--- src/inc/csbd_defines.vh ---
// Constants for the compare-skip and decimal-adjust execution block
// Function
// RQ1: Compare-skip subtracts working register from file byte, both unsigned 8-bit.
// RQ2: File byte below working register discards next fetched instruction, runs no-operation.
// RQ3: Bank bit 0 uses access bank; bank bit 1 uses bank select register.
// RQ4: Compare-skip is one word; one cycle, or two when skipping.
// RQ5: Skipping a two-word instruction costs three cycles, both words become no-operations.
// RQ6: Decimal adjust adds 6 to nibbles above 9 or carrying, giving packed BCD.
// RQ7: Compare-skip changes no flags and writes neither working nor file register.
`ifndef CSBD_DEFINES_VH
`define CSBD_DEFINES_VH

// Instruction encodings
`define CSBD_CMP_LT_MASK   16'hfe00
`define CSBD_CMP_LT_OPC    16'h6000
`define CSBD_DAW_OPC       16'h0007
`define CSBD_BANK_BIT      8

// Access bank split: low part maps to bank 0, high part to the top bank
`define CSBD_ACCESS_SPLIT  8'h80
`define CSBD_ACCESS_HIGH   4'hf
`define CSBD_ACCESS_LOW    4'h0

// Decimal adjust constants
`define CSBD_BCD_LIMIT     4'h9
`define CSBD_BCD_CORR      5'h06

// Quarter-cycle codes
`define CSBD_Q1            2'h0
`define CSBD_Q2            2'h1
`define CSBD_Q3            2'h2
`define CSBD_Q4            2'h3

// Flush counts after a taken skip
`define CSBD_FLUSH_ONE     2'h1
`define CSBD_FLUSH_TWO     2'h2

// Reset values
`define CSBD_RST_BYTE      8'h00
`define CSBD_RST_ADDR      12'h000
`define CSBD_RST_INSTR     16'h0000

`endif

--- src/core/csbd_exec.v ---
// Execution of compare-skip-if-less and decimal-adjust on a four-quarter cycle
`timescale 1ns/100ps
`include "csbd_defines.vh"

module csbd_exec (
    input  wire        MCLK,          // Core clock, one quarter per rising edge
    input  wire        RST_N,         // Asynchronous reset, active low
    input  wire [15:0] INSTR,         // Fetched instruction word, sampled at Q1
    input  wire        NEXT_TWO_WORD, // Following fetched instruction is two words
    input  wire [7:0]  W_IN,          // Working register contents
    input  wire [7:0]  FILE_DATA,     // Data memory read data, valid at Q3
    input  wire [3:0]  BANK_SEL,      // Bank select register contents
    input  wire        C_IN,          // Carry flag
    input  wire        DC_IN,         // Digit carry flag
    output reg  [1:0]  Q_PHASE,       // Current quarter cycle
    output reg         CYCLE_END,     // Pulse in the last quarter of each cycle
    output reg  [11:0] FILE_ADDR,     // Resolved data memory address
    output reg         FILE_RD,       // Data memory read strobe
    output reg  [7:0]  W_OUT,         // New working register value
    output reg         W_WE,          // Working register write strobe
    output reg         C_OUT,         // New carry flag
    output reg         C_WE,          // Carry flag write strobe
    output reg         FLUSH_NOP,     // Current cycle executes a forced no-operation
    output reg         CMP_LESS       // Last compare found file byte below working register
);

    localparam ST_Q1 = `CSBD_Q1;
    localparam ST_Q2 = `CSBD_Q2;
    localparam ST_Q3 = `CSBD_Q3;
    localparam ST_Q4 = `CSBD_Q4;

    reg [1:0]  q;
    reg [15:0] ir;
    reg        nop_cycle;
    reg [1:0]  flush_cnt;
    reg        less;
    reg [7:0]  daw_value;
    reg        daw_carry;

    reg [1:0]  next_q;
    reg [11:0] next_addr;
    reg [8:0]  diff;
    reg [1:0]  next_flush;

    wire       is_cmp_lt;
    wire       is_daw;
    wire [7:0] bcd_value;
    wire       bcd_carry;

    // Quarter qualifiers
    wire       at_q1;
    wire       at_q2;
    wire       at_q3;
    wire       at_q4;
    wire       flushing;
    wire       skip_taken;

    assign is_cmp_lt = ((ir & `CSBD_CMP_LT_MASK) == `CSBD_CMP_LT_OPC) && !nop_cycle;
    assign is_daw    = (ir == `CSBD_DAW_OPC) && !nop_cycle;

    // Quarter decodes shared by the execution paths
    assign at_q1      = (q == ST_Q1);
    assign at_q2      = (q == ST_Q2);
    assign at_q3      = (q == ST_Q3);
    assign at_q4      = (q == ST_Q4);
    assign flushing   = (flush_cnt != 2'h0);
    // A flushed compare never decodes, so it cannot start a new skip
    assign skip_taken = is_cmp_lt && less;

    csbd_bcd_adjust u_bcd (
        .w_in      (W_IN),
        .carry_in  (C_IN),
        .dcarry_in (DC_IN),
        .w_out     (bcd_value),
        .carry_out (bcd_carry)
    );

    // Quarter sequencing
    always @* begin
        case (q)
            ST_Q1:   next_q = ST_Q2;
            ST_Q2:   next_q = ST_Q3;
            ST_Q3:   next_q = ST_Q4;
            ST_Q4:   next_q = ST_Q1;
            default: next_q = ST_Q1;
        endcase
    end

    // File operand address
    always @* begin
        if (!ir[`CSBD_BANK_BIT]) begin
            if (ir[7:0] < `CSBD_ACCESS_SPLIT) begin
                next_addr = {`CSBD_ACCESS_LOW, ir[7:0]};                                // [RQ3]
            end else begin
                next_addr = {`CSBD_ACCESS_HIGH, ir[7:0]};                               // [RQ3]
            end
        end else begin
            next_addr = {BANK_SEL, ir[7:0]};                                            // [RQ3]
        end
    end

    // Unsigned subtraction: borrow means file byte below working register
    always @* begin
        diff = {1'b0, FILE_DATA} - {1'b0, W_IN};                                        // [RQ1]
    end

    // Quarter counter; the phase outputs mirror it from the same edge
    always @(posedge MCLK or negedge RST_N) begin
        if (!RST_N) begin
            q         <= ST_Q1;
            Q_PHASE   <= ST_Q1;
            CYCLE_END <= 1'b0;
        end else begin
            q         <= next_q;
            Q_PHASE   <= next_q;
            CYCLE_END <= (next_q == ST_Q4);
        end
    end

    // Fetch at Q1; a flushed cycle keeps the old word but blocks its decode
    always @(posedge MCLK or negedge RST_N) begin
        if (!RST_N) begin
            ir        <= `CSBD_RST_INSTR;
            nop_cycle <= 1'b0;
            FLUSH_NOP <= 1'b0;
        end else begin
            // INSTR is only looked at on the Q1 edge
            if (at_q1) begin
                if (flushing) begin
                    nop_cycle <= 1'b1;                                                  // [RQ2]
                    FLUSH_NOP <= 1'b1;                                                  // [RQ2]
                end else begin
                    nop_cycle <= 1'b0;
                    FLUSH_NOP <= 1'b0;
                    ir        <= INSTR;
                end
            end
        end
    end

    // Count of skipped words still to be replaced by no-operations
    always @* begin
        next_flush = flush_cnt;
        case (q)
            ST_Q1: begin
                if (flushing) begin
                    next_flush = flush_cnt - 2'h1;                                      // [RQ5]
                end
            end
            ST_Q4: begin
                if (skip_taken) begin
                    if (NEXT_TWO_WORD) begin
                        next_flush = `CSBD_FLUSH_TWO;                                   // [RQ5]
                    end else begin
                        next_flush = `CSBD_FLUSH_ONE;                                   // [RQ2] [RQ4]
                    end
                end
            end
            default: begin
                next_flush = flush_cnt;
            end
        endcase
    end

    // Flush counter register
    always @(posedge MCLK or negedge RST_N) begin
        if (!RST_N) begin
            flush_cnt <= 2'h0;
        end else begin
            flush_cnt <= next_flush;
        end
    end

    // Compare path: address at Q2, borrow at Q3, decision at Q4
    always @(posedge MCLK or negedge RST_N) begin
        if (!RST_N) begin
            less      <= 1'b0;
            FILE_ADDR <= `CSBD_RST_ADDR;
            FILE_RD   <= 1'b0;
            CMP_LESS  <= 1'b0;
        end else begin
            FILE_RD <= at_q2 && is_cmp_lt;
            if (at_q2 && is_cmp_lt) begin
                FILE_ADDR <= next_addr;                                                 // [RQ3]
            end
            // FILE_DATA must be valid by the Q3 edge
            if (at_q3 && is_cmp_lt) begin
                less <= diff[8];                                                        // [RQ1]
            end
            // Only the result flag moves; W, file and status flags stay as they are
            if (at_q4 && is_cmp_lt) begin
                CMP_LESS <= less;                                                       // [RQ7]
            end
        end
    end

    // Decimal adjust: latch the correction at Q3, write W and carry at Q4
    always @(posedge MCLK or negedge RST_N) begin
        if (!RST_N) begin
            daw_value <= `CSBD_RST_BYTE;
            daw_carry <= 1'b0;
            W_OUT     <= `CSBD_RST_BYTE;
            W_WE      <= 1'b0;
            C_OUT     <= 1'b0;
            C_WE      <= 1'b0;
        end else begin
            // Digit carry is never written back
            W_WE <= at_q4 && is_daw;
            C_WE <= at_q4 && is_daw;
            if (at_q3 && is_daw) begin
                daw_value <= bcd_value;                                                 // [RQ6]
                daw_carry <= bcd_carry;                                                 // [RQ6]
            end
            if (at_q4 && is_daw) begin
                W_OUT <= daw_value;                                                     // [RQ6]
                C_OUT <= daw_carry;                                                     // [RQ6]
            end
        end
    end

endmodule // csbd_exec

--- src/core/csbd_bcd_adjust.v ---
// Packed BCD correction of the working register after a binary add
`timescale 1ns/100ps
`include "csbd_defines.vh"

module csbd_bcd_adjust (
    input  wire [7:0] w_in,      // Working register before correction
    input  wire       carry_in,  // Carry flag from the add
    input  wire       dcarry_in, // Digit carry flag from the add
    output reg  [7:0] w_out,     // Corrected value
    output reg        carry_out  // New carry flag
);

    reg [4:0] low_sum;
    reg [4:0] high_sum;
    reg [4:0] high_base;
    reg       low_fix;
    reg       high_fix;

    always @* begin
        low_fix  = (w_in[3:0] > `CSBD_BCD_LIMIT) || dcarry_in;                          // [RQ6]
        low_sum  = {1'b0, w_in[3:0]} + (low_fix ? `CSBD_BCD_CORR : 5'h00);              // [RQ6]
        // High nibble is judged after the low nibble's carry has been added
        high_base = {1'b0, w_in[7:4]} + {4'h0, low_sum[4]};                             // [RQ6]
        high_fix  = (high_base > {1'b0, `CSBD_BCD_LIMIT}) || carry_in;                  // [RQ6]
        high_sum  = high_base + (high_fix ? `CSBD_BCD_CORR : 5'h00);                    // [RQ6]
        w_out     = {high_sum[3:0], low_sum[3:0]};
        carry_out = high_sum[4] || carry_in;
    end

endmodule // csbd_bcd_adjust

--- config.mk ---
export PLATFORM = sky130hd
export DESIGN_NAME = csbd_exec
export DESIGN_NICKNAME = d
export VERILOG_FILES = /design/src/core/csbd_exec.v /design/src/core/csbd_bcd_adjust.v
export VERILOG_INCLUDE_DIRS = /design/src /design/src/inc
export SDC_FILE = /design/constraint.sdc
export NUM_CORES = 1
export LEC_CHECK = 0
export BUFFER_PORTS_ARGS = -buffer_cell sky130_fd_sc_hd__buf_2
export CORE_MARGIN = 2
export CORE_UTILIZATION = 53
export CTS_BUF_LIST = sky130_fd_sc_hd__clkbuf_16
export CTS_CLUSTER_SIZE = 16
export DETAILED_ROUTE_END_ITERATION = 16
export PLACE_DENSITY = 0.8
export SKIP_LAST_GASP = 1
export SYNTH_ARGS = -nofsm -noshare
export SYNTH_HDL_FRONTEND = slang
export SYNTH_SLANG_ARGS = --single-unit
export TNS_END_PERCENT = 30
--- constraint.sdc ---
create_clock -name MCLK -period 2.2 [get_ports MCLK]
set_input_delay 0.11 -clock MCLK [delete_from_list [all_inputs] [get_ports MCLK]]
set_output_delay 0.11 -clock MCLK [all_outputs]
set_load 0.02 [all_outputs]
== Word level (Yosys, flattened, before mapping) ==
Index checks and enable logic that the tools add are counted.

* Word-level logic and storage cells: 58
* Output and inout port bits: 29
* Flip-flop bits (word level): 56

* Bitwise logic cells: 1
* Reduce and logical (&&, ||, !) cells: 17
* Add/subtract/negate cells: 5
* Equality and inequality tests: 8
* Multiplexer cells: 10
* $lt $le $gt $ge: 3

{| class="wikitable"
|+ Operators with widths
! cell !! number
|-
| 12-bit 2-to-1 mux || 2
|-
| 16-bit by 3-bit == test with 1-bit output (second input constant) || 1
|-
| 8-bit by 8-bit subtractor with 9-bit output || 1
|-
| 1-bit logical AND || 8
|-
| 8-bit < comparator (second input constant) || 1
|-
| 2-bit case mux with 4 select lines || 1
|-
| 7-bit by 6-bit == test with 1-bit output (second input constant) || 1
|-
| 2-bit == test (second input constant) || 3
|-
| 2-bit 2-to-1 mux || 3
|-
| 3-bit 2-to-1 mux || 2
|-
| 4-bit by 1-bit adder with 5-bit output || 1
|-
| 4-bit by 5-bit adder with 5-bit output || 1
|-
| 5-bit adder || 1
|-
| 5-bit by 4-bit > comparator with 1-bit output (second input constant) || 1
|-
| 4-bit > comparator (second input constant) || 1
|-
| 2-bit by 1-bit != test with 1-bit output (second input constant) || 2
|-
| 2-bit case mux with 2 select lines || 1
|-
| 2-bit nonzero test || 2
|-
| 1-bit logical OR || 3
|-
| 3-bit AND reduction || 1
|-
| 2-bit by 1-bit == test with 1-bit output (second input constant) || 1
|-
| 2-bit zero test || 1
|-
| 2-bit AND reduction || 1
|-
| 2-bit by 1-bit subtractor with 2-bit output (second input constant) || 1
|-
| other kinds (3) || 3
|}

== Longest topological paths before layout ==
* Word-level depth: 10
* Mapped depth: 16

== Modules after synthesis ==
A second synthesis with hierarchy kept.

* Cell total of the unflattened synthesis: 250
* Area, all modules: 2947.8 µm²

{| class="wikitable"
|+ Modules (own cells, without submodules)
! module !! instances !! seq. area each (µm²) !! cells each !! area an instance (µm²)
|-
| csbd_exec || 1 || 1401.3 || 192 || 2541.2
|-
| csbd_bcd_adjust || 1 || 0.0 || 58 || 406.6
|}

== Worst setup path after synthesis ==
Ideal clock, no wire load.

* Path kind: input to register
* Start: input port W_IN[2]
* End: register daw_carry
* Setup time: 133 ps
* Cell stages on the path: 14
* Slack: -330 ps
* Data arrival time: 2398 ps
* Path buffers: 0
* Required time: 2067 ps
* Cell sequence: o21ai_0 nand2b_1 ha_1 a21oi_1 nor2_1 ha_1 ha_1 o21ai_0 nand3b_1 ha_1 a21oi_1 o22ai_1 a2111oi_2 a21oi_1

* Cells in the longest elaborated chain, start to end: 10

{| class="wikitable"
|+ Ends and longest elaborated chain
! what !! RTL line !! source
|-
| start: declaration || csbd_exec.v:10 || <nowiki>input wire [7:0] W_IN,</nowiki>
|-
| 4-bit > comparator (no source line) || n/a ||
|-
| 1-bit logical OR || csbd_bcd_adjust.v:20 || <nowiki>low_fix = (w_in[3:0] > `CSBD_BCD_LIMIT) || dcarry_in;</nowiki>
|-
| 3-bit 2-to-1 mux || csbd_bcd_adjust.v:21 || <nowiki>low_sum = {1'b0, w_in[3:0]} + (low_fix ? `CSBD_BCD_CORR : 5'h00);</nowiki>
|-
| 4-bit by 5-bit adder with 5-bit output (*) || csbd_bcd_adjust.v:21 ||
|-
| 4-bit by 1-bit adder with 5-bit output (*) || csbd_bcd_adjust.v:23 || <nowiki>high_base = {1'b0, w_in[7:4]} + {4'h0, low_sum[4]};</nowiki>
|-
| 5-bit by 4-bit > comparator with 1-bit output || csbd_bcd_adjust.v:24 || <nowiki>high_fix = (high_base > {1'b0, `CSBD_BCD_LIMIT}) || carry_in;</nowiki>
|-
| 1-bit logical OR || csbd_bcd_adjust.v:24 ||
|-
| 3-bit 2-to-1 mux || csbd_bcd_adjust.v:25 || <nowiki>high_sum = high_base + (high_fix ? `CSBD_BCD_CORR : 5'h00);</nowiki>
|-
| 5-bit adder (*) || csbd_bcd_adjust.v:25 ||
|-
| 1-bit logical OR (*) || csbd_bcd_adjust.v:27 || <nowiki>carry_out = high_sum[4] || carry_in;</nowiki>
|-
| end signal: assignment || csbd_exec.v:212 || <nowiki>daw_carry <= bcd_carry;</nowiki>
|-
| end: declaration || csbd_exec.v:38 || <nowiki>reg daw_carry;</nowiki>
|}

Every way passes the cells marked *; elsewhere a longest branch is shown, timed or not.
A chain may end at the register's enable or synchronous reset.

== Worst setup path after layout ==
* Start: input port W_IN[2]
* End: register daw_value[7]

* Cells in the longest elaborated chain, start to end: 9

{| class="wikitable"
|+ Ends and longest elaborated chain
! what !! RTL line !! source
|-
| 4-bit > comparator (no source line) || n/a ||
|-
| 1-bit logical OR || csbd_bcd_adjust.v:20 ||
|-
| 3-bit 2-to-1 mux || csbd_bcd_adjust.v:21 ||
|-
| 4-bit by 5-bit adder with 5-bit output (*) || csbd_bcd_adjust.v:21 ||
|-
| 4-bit by 1-bit adder with 5-bit output (*) || csbd_bcd_adjust.v:23 ||
|-
| 5-bit by 4-bit > comparator with 1-bit output || csbd_bcd_adjust.v:24 ||
|-
| 1-bit logical OR || csbd_bcd_adjust.v:24 ||
|-
| 3-bit 2-to-1 mux || csbd_bcd_adjust.v:25 ||
|-
| 5-bit adder (*) || csbd_bcd_adjust.v:25 ||
|-
| end signal: assignment || csbd_exec.v:200 || <nowiki>daw_value <= `CSBD_RST_BYTE;</nowiki>
|-
| end signal: assignment || csbd_exec.v:211 || <nowiki>daw_value <= bcd_value;</nowiki>
|-
| end: declaration || csbd_exec.v:37 || <nowiki>reg [7:0] daw_value;</nowiki>
|}

Marked as above.

==> reports/summary.txt <==
Status - finished, violations left
Failing checks - setup timing
Initial core utilization - 54.27%
Fin worst setup slack - -0.1527 ns
Core Region - 5042 um^2
Total global-route track usage - 20.15%
Largest net degree at the start of global routing - 57
First-pass GRT wire length - 8.687 mm
Final setup vio count - 3
Fillers - 375
DR WL/cell - 14.50 um
Leakage - 0.001819 uW
Post-Syn Area - 2736 um^2
Skew-Pair Late Insertion Delay - 0.29 ns
RSZ-0062 raised after global routing - yes
Die W - 75.86 um
Post-Route M1 WL - 2.411 mm
Final worst path period share - 106.9%
H-tree depth - 2
Layout cells sized above 1 - 48.42%
Worst min-delay path class - input port to flop
I/O Pins - 70
DRT Pass-1 Iters - 4
Critical-path cell list - buf_6 -> o21ai_2 -> nand2b_1 -> ha_1 -> a21oi_1 -> nor2_1 -> ha_2 -> nand3_2 -> xnor2_2 -> buf_4 -> nor4_4 -> a21oi_2 -> o21ai_2 -> ha_4 -> a21oi_2 -> o21ai_1 -> mux2_4
CTS sink cnt - 56
Net count, final - 376
# DRC - 0
Vias - 1977
CP max stage cell - ha_1
Final Critical Period - 2.353 ns
Main synth FF type - dfrtp_1
Total wire length - 5.596 mm
Routability Congestion - 0.8527
Yosys reg bits - 56
Die height - 75.86 um
Endpoints failing hold - 0
Power per cell area - 823.0 nW/um^2
DRT iter0 DRCs - 96
Async SR Flop Fraction - 100.0%
Uppermost routed layer - met4
Post-synth cell types - 38
Syn. warnings - 0
Via density per instance - 5.122
Post-synthesis sequential area ratio - 51.21%
Peak supply drop - 0.0006648 V
Metal2 WL - 2.890 mm
CP startpoint - W_IN[2]
Crit Path Category - input port to flop
Worst EP arrival - 2.53 ns
RR Startpoint - ir[7]
Total of max-cap violations - 0
Fin util - 70.50%
Critical path data required time - 2.38 ns
CTS Buffer Depth - 2
Met3 wire length - 234 um
Startpoint types - input port
Worst-path clk slew - 0.07 ns
Crit-path leading delay family - adder cells
Non-Filler Instances - 386
Syn Area/Cell - 12.16 um^2
Buf/Inv on CP - 2
EDFF count, synth - 0
Diode count - 0
Syn_nets - 286
Die area - 5754 um^2
Worst Tran Pin Value - 0.6955 ns
Worst setup EP type - flop
Hold Path Origin - INSTR[5]
Cell count after synthesis - 225
CTS tree - done
Max frequency - 0.4250 GHz
Fin Clk Skew - 0.006838 ns
Post-DP HPWL - 3.918 mm
TritonCTS buffer count - 5
Critical path's largest stage delay - 0.30 ns
Syn-to-layout area delta - 29.90%
Final Max Slew Viols - 0
Slew headroom - 53.63%
Max FO, Critical Path - 3
Placement row count - 26
Port bufs - 69
Routed Antenna Nets - 0
Root buffer cell - clkbuf_16
Vias in the first global route - 1907
Initial antenna violation count - 0
Total grt overflow - 0
Placed cell count - 372
Power, Total - 2926 uW
==> worst register-to-register path: stages (launching register included) <==
cell and delay (ns):
dfrtp_1 0.39, nor4_2 0.31, nand4_1 0.23, or4_4 0.66, a2111oi_2 0.37, a21oi_1 0.07
==> what timing repair did <==
item	4_1_cts	5_1_grt
gates resized for setup	6	4
setup buffers	4	1
pin swaps	13	10
hold buffers	1	0
setup endpoints to repair	3	3
endpoints found under the hold margin	56	0
==> worst paths after layout <==
kind,endpoint,slack [ns],depth (start not counted)
min in group asynchronous,ir[3],0.49,3
setup reg to reg,daw_carry,0.04,5
setup / recovery,daw_value[7],-0.15,17
max in group asynchronous,daw_value[1],1.25,3
hold reg to reg,FILE_ADDR[11],0.47,1
hold / removal,ir[5],0.04,2
==> sequential cells by signal (all words and copies together) (netlist names) <==
signal and count:
ir 16, FILE_ADDR 12, W_OUT 8, daw_value 8, flush_cnt 2, q 2
CMP_LESS 1, CYCLE_END 1, C_OUT 1, C_WE 1, FILE_RD 1, daw_carry 1
less 1, nop_cycle 1
==> layout by cell type, fill, tap and decap left out, drive strengths merged, types with 2 or more instances in the layout <==
master,Yosys,routed
nor2,4,4
nand2,18,18
buf,2,87
inv,18,20
mux2,40,40
nand2b,4,4
ha,19,19
a21oi,15,15
xor2,2,2
o21ai,7,7
or3,4,4
a21o,4,4
nor4,4,4
clkbuf,3,5
nand3,7,7
o211ai,2,2
dfrtp,56,56
or4,2,2
==> synthesized netlist by cell type, types with 2 or more instances <==
library cell | n | share of area (%)
dfrtp_1 | 56 | 51
mux2_2 | 35 | 14
ha_1 | 19 | 8.7
inv_1 | 18 | 2.5
nand2_1 | 17 | 2.3
a21oi_1 | 15 | 2.7
nand3_1 | 7 | 1.3
o21ai_0 | 7 | 1.3
mux2_4 | 5 | 2.7
a21o_1 | 4 | 1.1
nand2b_1 | 4 | 0.91
nor2_1 | 4 | 0.55
or3_1 | 4 | 0.91
clkbuf_1 | 3 | 0.41
nor4_1 | 2 | 0.46
o211ai_1 | 2 | 0.55
xor2_1 | 2 | 0.64
==> per-stage QoR <==
step	TNS, ns	hold WS (ns)	worst slack, ns	cell area, um^2
floorplan	-0.3892	-0.1856	-0.1710	2783
global placement	-0.8757	0.2805	-0.3132	3283
detailed placement	-1.358	0.2888	-0.4330	3283
CTS	-0.1587	0.04365	-0.08371	3527
global route	-0.7745	0.04179	-0.3165	3555
finish	-0.3147	0.04451	-0.1527	3555
==> layer usage <==
layer  vias to the layer above  track usage (%)
met5                         -                0
met4                         0            5.653
met3                         5            5.556
met2                        37            32.95
met1                       960            26.45
li1                        975                -
==> layout make-up <==
| cell class | instances | area (um^2) | share of cell area, % |
|---|---|---|---|
| sequential | 56 | 1401 | 39.42 |
| multi-input combinational | 146 | 1328 | 37.35 |
| timing repair buffer | 88 | 503.0 | 14.15 |
| clock buffer | 5 | 125.1 | 3.520 |
| tap | 70 | 87.58 | 2.464 |
| inverter | 18 | 67.56 | 1.901 |
| clock inverter | 3 | 42.54 | 1.197 |
==> cell families (layout without fill, tap and decap cells) <==
logic type | after synthesis | in the layout | share of synthesized area [%]
adders and majority gates | 20 | 20 | 9.419
AOI/OAI and AO/OA | 33 | 33 | 7.270
and+or+nand+nor | 49 | 49 | 10.06
buffers and inverters | 23 | 114 | 3.566
xor gates and xnor gates | 3 | 3 | 0.9604
DFF | 56 | 56 | 51.21
muxes | 41 | 41 | 17.51
==> report_power, final <==
| part | switching [uW] | internal (uW) |
|---|---|---|
| clock network | 359 | 538 |
| logic | 293 | 334 |
| registers | 153 | 1250 |
| total | 805 | 2120 |
Note: power is estimated with default switching activity, not from simulation.
